## src/core/src_pkg.sv

```systemverilog
/*
 * src_pkg: shared constants for the sync receive crc checker.
 * assumes a 32-bit ahb-lite register bus, one word per register.
 */
`default_nettype none

package src_pkg;
    // ------------------------------------------------------------
    // register byte offsets
    // ------------------------------------------------------------
    localparam logic [7:0] OFS_COMMAND      = 8'h00;  // command_reg
    localparam logic [7:0] OFS_RX_CONTROL   = 8'h04;  // rx_control_reg
    localparam logic [7:0] OFS_MODE_SELECT  = 8'h08;  // mode_select_reg
    localparam logic [7:0] OFS_TX_CONTROL   = 8'h0C;  // tx_control_reg
    localparam logic [7:0] OFS_SYNC_LOW     = 8'h10;  // sync_pattern_low_reg
    localparam logic [7:0] OFS_SYNC_HIGH    = 8'h14;  // sync_pattern_high_reg
    localparam logic [7:0] OFS_MISC_LINE    = 8'h18;  // misc_line_control_reg
    localparam logic [7:0] OFS_LINE_STATUS  = 8'h1C;  // line_status_reg (ro)
    localparam logic [7:0] OFS_SPECIAL_STAT = 8'h20;  // special_rx_status_reg (ro)
    localparam logic [7:0] OFS_RX_DATA      = 8'h24;  // receive data (ro, pops)
    localparam logic [7:0] OFS_PIN_SELECT   = 8'h28;  // terminal pin function select

    // ------------------------------------------------------------
    // field positions
    // ------------------------------------------------------------
    localparam int CMD_CODE_HI      = 7;   // command code field [7:6]
    localparam int CMD_ERR_HI       = 5;   // error command field [5:3]
    localparam int RXC_LEN_HI       = 7;   // bits per char [7:6]
    localparam int RXC_AUTO_EN      = 5;   // auto enable
    localparam int RXC_HUNT         = 4;   // enter hunt command
    localparam int RXC_CRC_EN       = 3;   // rx crc enable
    localparam int RXC_STRIP        = 1;   // sync character load inhibit
    localparam int RXC_RX_EN        = 0;   // receiver enable
    localparam int MODE_SYNC16      = 4;   // 16-bit sync select
    localparam int TXC_TERM_READY   = 7;   // terminal ready bit
    localparam int TXC_POLY_SEL     = 2;   // 1 = crc-16, 0 = crc-ccitt
    localparam int MISC_PRESET      = 7;   // 1 = preset ones
    localparam int LS_RX_AVAIL      = 0;
    localparam int LS_CARRIER       = 3;
    localparam int LS_HUNT          = 4;
    localparam int SS_OVERRUN       = 5;
    localparam int SS_CRC_ERR       = 6;

    // ------------------------------------------------------------
    // codes and reset values
    // ------------------------------------------------------------
    localparam logic [1:0]  CMD_RESET_RX_CRC = 2'h1;
    localparam logic [2:0]  CMD_ERROR_RESET  = 3'h6;
    localparam logic [7:0]  REG_RESET        = 8'h00;
    localparam logic [15:0] POLY_CRC16       = 16'h8005;
    localparam logic [15:0] POLY_CCITT       = 16'h1021;
    localparam logic [3:0]  SYNC_STAGES      = 4'h2;

    // bits per character from the two length bits
    function automatic logic [3:0] char_bits(input logic [1:0] sel);
        case (sel)
            2'h0:    char_bits = 4'h5;
            2'h1:    char_bits = 4'h7;
            2'h2:    char_bits = 4'h6;
            default: char_bits = 4'h8;
        endcase
    endfunction : char_bits
endpackage : src_pkg

`default_nettype wire

```

## src/core/src_crc_unit.sv

```systemverilog
/*
 * src_crc_unit: serial crc-16 / crc-ccitt checker register.
 * assumes one data bit per enabled cycle, msb-first polynomial form.
 */
`default_nettype none

module src_crc_unit
    import src_pkg::*;
(
    input  wire logic        hclk,        // system clock
    input  wire logic        hresetn,     // async reset, active low
    input  wire logic        preset,      // load start value
    input  wire logic        preset_ones, // start value all ones
    input  wire logic        poly_sel,    // 1 = crc-16
    input  wire logic        bit_en,      // accumulate din this cycle
    input  wire logic        din,         // serial data bit
    output logic      [15:0] crc          // current remainder
);
    logic [15:0] crc_reg;   // remainder
    logic [15:0] crc_next;  // next remainder
    logic        feedback;  // top bit xor data

    // ------------------------------------------------------------
    // next-state arithmetic
    // ------------------------------------------------------------
    always_comb begin
        feedback = crc_reg[15] ^ din;
        crc_next = {crc_reg[14:0], 1'b0};
        if (feedback) begin
            crc_next = crc_next ^ (poly_sel ? POLY_CRC16 : POLY_CCITT);
        end
    end

    // preset has priority over accumulation
    always_ff @(posedge hclk or negedge hresetn) begin
        if (!hresetn) begin
            crc_reg <= 16'h0000;
        end else if (preset) begin
            crc_reg <= preset_ones ? 16'hFFFF : 16'h0000;
        end else if (bit_en) begin
            crc_reg <= crc_next;
        end
    end

    assign crc = crc_reg;
endmodule : src_crc_unit

`default_nettype wire

```

## src/core/src_rx_crc_top.sv

```systemverilog
/*
 * src_rx_crc_top: byte-synchronous receiver with selective crc checking,
 * modem pins and an ahb-lite register slave.
 * assumes rx clock, rx data and carrier pins are asynchronous to hclk and
 * much slower than it; a single master drives the ahb-lite bus.
 */
// Chosen here: the AHB-Lite register port and the register offsets.
`default_nettype none

module src_rx_crc_top
    import src_pkg::*;
(
    input  wire logic        hclk,              // system clock
    input  wire logic        hresetn,           // async reset, active low
    input  wire logic        hsel,              // slave select
    input  wire logic [31:0] haddr,             // byte address
    input  wire logic [1:0]  htrans,            // transfer type
    input  wire logic        hwrite,            // write transfer
    input  wire logic [2:0]  hsize,             // transfer size
    input  wire logic [31:0] hwdata,            // write data
    input  wire logic        hready,            // bus ready in
    output logic      [31:0] hrdata,            // read data
    output logic             hreadyout,         // slave ready
    output logic             hresp,             // response, always okay
    input  wire logic        rx_clk_pin,        // receive bit clock
    input  wire logic        rx_data_pin,       // receive serial data
    input  wire logic        carrier_detect_pin,// carrier, active low
    input  wire logic        tx_dma_req,        // transmit dma request
    output logic             term_ready_pin     // terminal ready / request
);
    // ------------------------------------------------------------
    // state
    // ------------------------------------------------------------
    logic [7:0]  rx_control_reg;      // receive control
    logic [7:0]  mode_select_reg;     // mode select
    logic [7:0]  tx_control_reg;      // transmit control
    logic [7:0]  sync_pattern_low_reg;  // sync pattern low
    logic [7:0]  sync_pattern_high_reg; // sync pattern high
    logic [7:0]  misc_line_control_reg; // misc control
    logic        pin_select_reg;      // 1 = pin carries dma request
    logic [2:0]  clk_sync_reg;        // rx clock sync and edge stage
    logic [1:0]  data_sync_reg;       // rx data sync
    logic [1:0]  cd_sync_reg;         // carrier sync
    logic        hunt_reg;            // receiver hunting
    logic        rx_en_d_reg;         // previous receiver enable
    logic [15:0] shift_reg;           // receive shift register
    logic [3:0]  bit_cnt_reg;         // bits assembled
    logic [7:0]  pend_reg;            // last loaded character
    logic [7:0]  delay_reg;           // crc delay stage
    logic [3:0]  delay_cnt_reg;       // delay bits left to feed
    logic        crc_active_reg;      // crc enable applied at load
    logic        first_done_reg;      // a character has been loaded
    logic [7:0]  rx_data_reg;         // receive data holding
    logic        rx_avail_reg;        // data waiting
    logic        crc_err_reg;         // latched crc error
    logic        overrun_reg;         // load while data waiting
    logic [31:0] hrdata_reg;          // registered read data
    logic        wr_pend_reg;         // write data phase pending
    logic [7:0]  wr_addr_reg;         // write address

    logic        bit_tick;            // rising rx clock edge
    logic        rx_run;              // receiver running
    logic        carrier_high;        // carrier pin high (inactive)
    logic [3:0]  nbits;               // bits per character
    logic        char_done;           // character complete
    logic [7:0]  char_data;           // right-justified character
    logic        strip_hit;           // character is a stripped sync
    logic        load;                // load into data holding
    logic        sync_match;          // hunt pattern found
    logic        rd_take;             // read address phase taken
    logic        wr_do;               // write data phase
    logic        hunt_cmd;            // enter hunt requested
    logic        crc_cmd;             // reset crc command
    logic        err_cmd;             // error reset command
    logic        crc_preset;          // preset the checker
    logic [15:0] crc_value;           // checker remainder
    logic [15:0] shift_in;            // shift register after this bit

    // ------------------------------------------------------------
    // pin synchronisers and edge detect
    // ------------------------------------------------------------
    // the rx clock edge is found between the second and third stages
    always_ff @(posedge hclk or negedge hresetn) begin
        if (!hresetn) begin
            clk_sync_reg  <= 3'h0;
            data_sync_reg <= 2'h0;
            cd_sync_reg   <= 2'h3;
        end else begin
            clk_sync_reg  <= {clk_sync_reg[1:0], rx_clk_pin};
            data_sync_reg <= {data_sync_reg[0], rx_data_pin};
            cd_sync_reg   <= {cd_sync_reg[0], carrier_detect_pin};
        end
    end

    assign bit_tick     = clk_sync_reg[1] & ~clk_sync_reg[2];
    assign carrier_high = cd_sync_reg[1];
    // auto enable: a high carrier pin stops the receiver
    assign rx_run = rx_control_reg[RXC_RX_EN] &
                    ~(rx_control_reg[RXC_AUTO_EN] & carrier_high);
    assign nbits  = char_bits(rx_control_reg[RXC_LEN_HI -: 2]);

    // ------------------------------------------------------------
    // ahb-lite slave, zero wait states
    // ------------------------------------------------------------
    assign hreadyout = 1'b1;
    assign hresp     = 1'b0;
    assign hrdata    = hrdata_reg;
    assign rd_take   = hsel & htrans[1] & hready & ~hwrite;
    assign wr_do     = wr_pend_reg;

    // write address capture for the following data phase
    always_ff @(posedge hclk or negedge hresetn) begin
        if (!hresetn) begin
            wr_pend_reg <= 1'b0;
            wr_addr_reg <= 8'h00;
        end else if (hready) begin
            wr_pend_reg <= hsel & htrans[1] & hwrite;
            wr_addr_reg <= haddr[7:0];
        end
    end

    // read data is registered at the address phase; unmapped reads zero
    always_ff @(posedge hclk or negedge hresetn) begin
        if (!hresetn) begin
            hrdata_reg <= 32'h0000_0000;
        end else if (rd_take) begin
            hrdata_reg <= 32'h0000_0000;
            if (haddr[7:0] == OFS_RX_CONTROL) begin
                hrdata_reg[7:0] <= rx_control_reg;
            end else if (haddr[7:0] == OFS_MODE_SELECT) begin
                hrdata_reg[7:0] <= mode_select_reg;
            end else if (haddr[7:0] == OFS_TX_CONTROL) begin
                hrdata_reg[7:0] <= tx_control_reg;
            end else if (haddr[7:0] == OFS_SYNC_LOW) begin
                hrdata_reg[7:0] <= sync_pattern_low_reg;
            end else if (haddr[7:0] == OFS_SYNC_HIGH) begin
                hrdata_reg[7:0] <= sync_pattern_high_reg;
            end else if (haddr[7:0] == OFS_MISC_LINE) begin
                hrdata_reg[7:0] <= misc_line_control_reg;
            end else if (haddr[7:0] == OFS_PIN_SELECT) begin
                hrdata_reg[0] <= pin_select_reg;
            end else if (haddr[7:0] == OFS_LINE_STATUS) begin
                hrdata_reg[LS_RX_AVAIL] <= rx_avail_reg;
                hrdata_reg[LS_CARRIER]  <= ~carrier_high;
                hrdata_reg[LS_HUNT]     <= hunt_reg;
            end else if (haddr[7:0] == OFS_SPECIAL_STAT) begin
                hrdata_reg[SS_OVERRUN] <= overrun_reg;
                hrdata_reg[SS_CRC_ERR] <= crc_err_reg;
            end else if (haddr[7:0] == OFS_RX_DATA) begin
                hrdata_reg[7:0] <= rx_data_reg;
            end
        end
    end

    // command decodes from the write data phase
    assign hunt_cmd = wr_do & (wr_addr_reg == OFS_RX_CONTROL) & hwdata[RXC_HUNT];
    assign crc_cmd  = wr_do & (wr_addr_reg == OFS_COMMAND) &
                      (hwdata[CMD_CODE_HI -: 2] == CMD_RESET_RX_CRC);
    assign err_cmd  = wr_do & (wr_addr_reg == OFS_COMMAND) &
                      (hwdata[CMD_ERR_HI -: 3] == CMD_ERROR_RESET);

    // writable registers; the hunt bit is a command and is not stored
    always_ff @(posedge hclk or negedge hresetn) begin
        if (!hresetn) begin
            rx_control_reg        <= REG_RESET;
            mode_select_reg       <= REG_RESET;
            tx_control_reg        <= REG_RESET;
            sync_pattern_low_reg  <= REG_RESET;
            sync_pattern_high_reg <= REG_RESET;
            misc_line_control_reg <= REG_RESET;
            pin_select_reg        <= 1'b0;
        end else if (wr_do) begin
            if (wr_addr_reg == OFS_RX_CONTROL) begin
                rx_control_reg <= hwdata[7:0] & ~(8'h01 << RXC_HUNT);
            end else if (wr_addr_reg == OFS_MODE_SELECT) begin
                mode_select_reg <= hwdata[7:0];
            end else if (wr_addr_reg == OFS_TX_CONTROL) begin
                tx_control_reg <= hwdata[7:0];
            end else if (wr_addr_reg == OFS_SYNC_LOW) begin
                sync_pattern_low_reg <= hwdata[7:0];
            end else if (wr_addr_reg == OFS_SYNC_HIGH) begin
                sync_pattern_high_reg <= hwdata[7:0];
            end else if (wr_addr_reg == OFS_MISC_LINE) begin
                misc_line_control_reg <= hwdata[7:0];
            end else if (wr_addr_reg == OFS_PIN_SELECT) begin
                pin_select_reg <= hwdata[0];
            end
        end
    end

    // terminal pin: inverted ready bit unless it carries dma request
    always_ff @(posedge hclk or negedge hresetn) begin
        if (!hresetn) begin
            term_ready_pin <= 1'b1;
        end else begin
            term_ready_pin <= pin_select_reg ? ~tx_dma_req
                                             : ~tx_control_reg[TXC_TERM_READY];
        end
    end

    // ------------------------------------------------------------
    // character assembly and hunt
    // ------------------------------------------------------------
    assign shift_in   = {data_sync_reg[1], shift_reg[15:1]};
    assign sync_match = mode_select_reg[MODE_SYNC16]
                      ? (shift_in == {sync_pattern_high_reg, sync_pattern_low_reg})
                      : (shift_in[15:8] == sync_pattern_high_reg);
    assign char_done  = bit_tick & rx_run & ~hunt_reg & (bit_cnt_reg == nbits - 4'h1);
    // bits arrive lsb first, so a short character sits high in the byte
    assign char_data  = shift_in[15:8] >> (4'h8 - nbits);
    assign strip_hit  = rx_control_reg[RXC_STRIP] & ~first_done_reg &
                        (char_data == sync_pattern_low_reg);
    assign load       = char_done & ~strip_hit;

    // hunt entry on enable rise or command; leave on sync match
    always_ff @(posedge hclk or negedge hresetn) begin
        if (!hresetn) begin
            hunt_reg    <= 1'b1;
            rx_en_d_reg <= 1'b0;
        end else begin
            rx_en_d_reg <= rx_control_reg[RXC_RX_EN];
            if (hunt_cmd || (rx_control_reg[RXC_RX_EN] && !rx_en_d_reg)) begin
                hunt_reg <= 1'b1;
            end else if (hunt_reg && rx_run && bit_tick && sync_match) begin
                hunt_reg <= 1'b0;
            end
        end
    end

    // shift register and bit counter; a stopped receiver drops its partial
    always_ff @(posedge hclk or negedge hresetn) begin
        if (!hresetn) begin
            shift_reg   <= 16'h0000;
            bit_cnt_reg <= 4'h0;
        end else if (!rx_run || hunt_cmd) begin
            bit_cnt_reg <= 4'h0;
        end else if (bit_tick) begin
            shift_reg <= shift_in;
            if (hunt_reg || char_done) begin
                bit_cnt_reg <= 4'h0;
            end else begin
                bit_cnt_reg <= bit_cnt_reg + 4'h1;
            end
        end
    end

    // ------------------------------------------------------------
    // delay stage and crc gating
    // ------------------------------------------------------------
    // each load moves the previous character into the delay stage and samples
    // the enable; the stage feeds the checker at hclk rate, done before next load
    always_ff @(posedge hclk or negedge hresetn) begin
        if (!hresetn) begin
            pend_reg       <= 8'h00;
            delay_reg      <= 8'h00;
            delay_cnt_reg  <= 4'h0;
            crc_active_reg <= 1'b0;
            first_done_reg <= 1'b0;
        end else if (hunt_reg || hunt_cmd) begin
            delay_cnt_reg  <= 4'h0;
            crc_active_reg <= 1'b0;
            first_done_reg <= 1'b0;
        end else if (load) begin
            pend_reg       <= char_data;
            delay_reg      <= pend_reg;
            delay_cnt_reg  <= first_done_reg ? nbits : 4'h0;
            first_done_reg <= 1'b1;
            // without strip the enable waits until a character is loaded
            crc_active_reg <= rx_control_reg[RXC_CRC_EN] &
                              (rx_control_reg[RXC_STRIP] | first_done_reg);
        end else if (delay_cnt_reg != 4'h0) begin
            delay_reg     <= {1'b0, delay_reg[7:1]};
            delay_cnt_reg <= delay_cnt_reg - 4'h1;
        end
    end

    assign crc_preset = hunt_reg | hunt_cmd | crc_cmd;

    src_crc_unit u_crc (
        .hclk        (hclk),
        .hresetn     (hresetn),
        .preset      (crc_preset),
        .preset_ones (misc_line_control_reg[MISC_PRESET]),
        .poly_sel    (tx_control_reg[TXC_POLY_SEL]),
        .bit_en      (crc_active_reg & (delay_cnt_reg != 4'h0)),
        .din         (delay_reg[0]),
        .crc         (crc_value)
    );

    // ------------------------------------------------------------
    // data holding and error status
    // ------------------------------------------------------------
    // a load beats a same-cycle read or error reset
    always_ff @(posedge hclk or negedge hresetn) begin
        if (!hresetn) begin
            rx_data_reg  <= 8'h00;
            rx_avail_reg <= 1'b0;
            crc_err_reg  <= 1'b0;
            overrun_reg  <= 1'b0;
        end else begin
            if (load) begin
                rx_data_reg  <= char_data;
                rx_avail_reg <= 1'b1;
                crc_err_reg  <= (crc_value != 16'h0000);
            end else if (rd_take && haddr[7:0] == OFS_RX_DATA) begin
                rx_avail_reg <= 1'b0;
            end
            if (load && rx_avail_reg) begin
                overrun_reg <= 1'b1;
            end else if (err_cmd) begin
                overrun_reg <= 1'b0;
            end
        end
    end
endmodule : src_rx_crc_top

`default_nettype wire

```

## config.mk

```make
export PLATFORM = sky130hd
export DESIGN_NAME = src_rx_crc_top
export DESIGN_NICKNAME = d
export VERILOG_FILES = /design/src/core/src_pkg.sv /design/src/core/src_crc_unit.sv /design/src/core/src_rx_crc_top.sv
export SDC_FILE = /design/constraint.sdc
export NUM_CORES = 1
export LEC_CHECK = 0
export ABC_AREA = 1
export BUFFER_PORTS_ARGS = -buffer_cell sky130_fd_sc_hd__buf_4
export CORE_ASPECT_RATIO = 0.5
export CORE_MARGIN = 2
export CORE_UTILIZATION = 50
export CTS_CLUSTER_DIAMETER = 150
export DETAILED_ROUTE_END_ITERATION = 10
export GPL_TIMING_DRIVEN = 0
export PLACE_DENSITY = 0.72
export REMOVE_ABC_BUFFERS = 1
export SYNTH_ARGS = -nofsm -noshare
export SYNTH_HDL_FRONTEND = slang
export SYNTH_SLANG_ARGS = --single-unit
export TNS_END_PERCENT = 20
```

## constraint.sdc

```tcl
create_clock -name hclk -period 4.7 [get_ports hclk]
set_clock_uncertainty 0.15 [all_clocks]
set_input_delay 0.705 -clock hclk [delete_from_list [all_inputs] [get_ports hclk]]
set_output_delay 0.705 -clock hclk [all_outputs]
set_load 0.01 [all_outputs]
```

==> impl_metrics.toml <==
[power_and_ir_drop]
power_frac_seq_pct = 43.6
p_leak_nw = 4.12
switching_share_pct = 30.3
ir_drop_mv = 0.258
p_total_mw = 3.15
power_switching_mw = 0.954
pwr-share-comb_pct = 13.8
clkPwrFrac_pct = 42.6
intPower_mw = 2.20
power_density_nw_per_um2 = 383

[yosys]
synth.most_common_cell = "nand2_1"
synth_top_area_cell = "dfrtp_1"
async_flop_share_pct = 100
synth_flop_cell = "dfrtp_1"
synth_edf_count = 0
synth_top_area_share_pct = 47.4
yosysSeqAreaShare_pct = 48.9
syn_area_um2 = 7330
syn_avg_cell_area_um2 = 7.91
synthTopCellsByCount = "nand2_1 (280), dfrtp_1 (139), o21ai_0 (97), inv_1 (95), nand3_1 (55)"
synth_area_leaders = "dfrtp_1 (47%), nand2_1 (14%), o21ai_0 (6.6%)"
syn_inst = 927
ys_ff_latch = 143
synthDistinctLibCells = 37
synth_warnings = 0

[finish]
instances_no_fill = 1169
drive_above_1_share_pct = 10.7
stdcell_area_um2 = 8240
areaGrowthSynthToFinish_pct = 12.4
diodes = 0
fillCellCount = 1276
layout.nets = 1043
largest_register_ffs = 16

[sta]
rsz0062_at_grt = "no"
timing.fmax_mhz = 269
setup_viol = 0
setup_tns_ns = 0
fin_crit_sh_pct = 79.1
tightest_slew_ns = 1.32
fin_crit_ns = 3.72
finalHoldViolCount = 0
relSlewSlack_pct = 11.5
slew_viol_final = 0

[place]
dp.cells = 1137
hpwlAfterDp_um = 13000
port_buffers = 34
gp_congestion = 0.916
placed_area_um2 = 7650

[cts]
cts_tree = "yes"
worstSkewPairLatency_ns = 0.43
cts.clk_slew.worst_paths_ns = 0.07
h-tree-depth = 4
cts_buffers = 17
clock_path_buffers = 2
cts_root_buf = "clkbuf_16"
cts_hold_buf = 0
cts-resized-gates = 0
cts_sinks = 143
cts_setup_buffers = 0

[routing]
initialDrtViolationCount = 598
viasPerCell = 5.37
drt_first_pass_iters = 7
drc = 0
ant_nets = 0
wirelength_um = 18300
vias = 6272
route.detailed.wl_per_inst_um = 15.6

[die]
start_util_pct = 50.9
die_w_um = 175
rows = 31
io_pins = 113
dieArea_um2 = 15700
core_um2 = 14400
fp.dieH_um = 89.6

[critical_path]
cp_max_fo = 28
cp-start-kind = "flop"
crit_type = "reg -> reg"
required_ns = 4.86
rrSetupSlack_ns = 0.98
cp.arrival_ns = 3.88
slowest_delay_ns = 0.95
slowest_stage = "nor4_2"
path_cells = "inv_1, ha_1, nor2_4, xor2_1, nor4_2, nand2_2, inv_2, nand2_1, o21ai_0, nor2_1"
end_kind = "flop"

[global_routing]
grt_antenna_before_repair = 0
overflow = 0
track_usage_pct = 24.3
grtUsageMet1_pct = 33.6
grt_util_met2_pct = 39.0
grt_pass1_wl_um = 29200
top_usage_layer = "met2"
use_met3_pct = 4.76
grt_max_degree = 77
grt_pass1_vias = 5780

[flow_run]
maxCapViolCount = 0

[run_status]
status = "finished, final reports clean"

[min_path]
min_path_type = "in -> async"
## stage by stage
step	worst slack, ns	util (%)	hold slack [ns]
after floorplan	1.87	-	0.181
after global placement	1.06	53.0	0.183
after detailed placement	1.03	53.2	0.187
after CTS	1.02	57.2	0.182
after global routing	0.599	57.2	0.205
final	0.981	57.2	0.154
## area by class of cell
| class | instances | area (um^2) | area share, % |
|---|---|---|---|
| Sequential cell | 143 | 3580 | 43.5 |
| Clock inverter | 14 | 150 | 1.82 |
| Timing Repair Buffer | 35 | 287 | 3.48 |
| Tap cell | 198 | 248 | 3.01 |
| Inverter | 101 | 384 | 4.66 |
| Clock buffer | 18 | 429 | 5.21 |
| Multi-Input combinational cell | 660 | 3160 | 38.3 |
## critical path, delay by kind of cell, from the launching register on
kind,cells,cell delay (ns)
AOI/OAI and AO/OA,1,0.08
buffers and inverters,2,0.42
and+or+nand+nor,5,2.06
xor gates and xnor gates,1,0.13
DFF,1,0.48
adders and majority gates,1,0.28
## cells by family (layout without fill, tap and decap cells)
group	Yosys count	in the layout	synth area share [%]
simple gates	447	447	26.9
compound gates	162	162	11.3
buf+inv	148	168	9.35
flops	143	143	48.9
xor+xnor	17	17	2.13
fa+ha+maj	7	7	1.19
other cells	2	26	0.102
mux	1	1	0.154
## cell usage in the layout (no fill, tap or decap), types with 4 or more instances in the layout
cell type / n
clkbuf_16: 17
nand2_2: 7
inv_8: 4
o21ai_1: 9
xnor2_1: 6
a21oi_1: 48
nand2_1: 280
or2_2: 6
conb_1: 26
o211ai_1: 4
inv_1: 95
nor3_1: 15
dfstp_2: 4
inv_6: 5
nor4_1: 5
nor2_1: 40
buf_4: 33
ha_1: 7
nand3_1: 55
xor2_1: 10
inv_2: 4
dfrtp_1: 139
nand4_1: 22
o21ai_0: 97
## power groups by stage
stage / clock [mW] / sequential, mW / combinational (mW)
floorplan: 0 / 1.38 / 0.276
global placement: 0 / 1.39 / 0.416
detailed placement: 0 / 1.39 / 0.428
CTS: 1.36 / 1.37 / 0.430
global route: 1.41 / 1.38 / 0.493
finish: 1.34 / 1.37 / 0.436
## path summary, 6_finish.rpt
path                                    from               end  depth (start not counted)
min in group hclk           data_sync_reg[0]  data_sync_reg[1]                          0
hold / removal                       hresetn    wr_addr_reg[6]                          1
hold reg to reg             data_sync_reg[0]  data_sync_reg[1]                          0
setup reg to reg           rx_control_reg[6]  delay_cnt_reg[3]                         10
setup / recovery           rx_control_reg[6]  delay_cnt_reg[3]                         10
max in group asynchronous            hresetn          hunt_reg                          2
## metal layers
layer	part of all wire, %	wire length, um
met3	5.9	1080
met1	48	8690
met4	2.4	437
met5	0	0
met2	44	8070
Power figures use the tool's default switching activity.
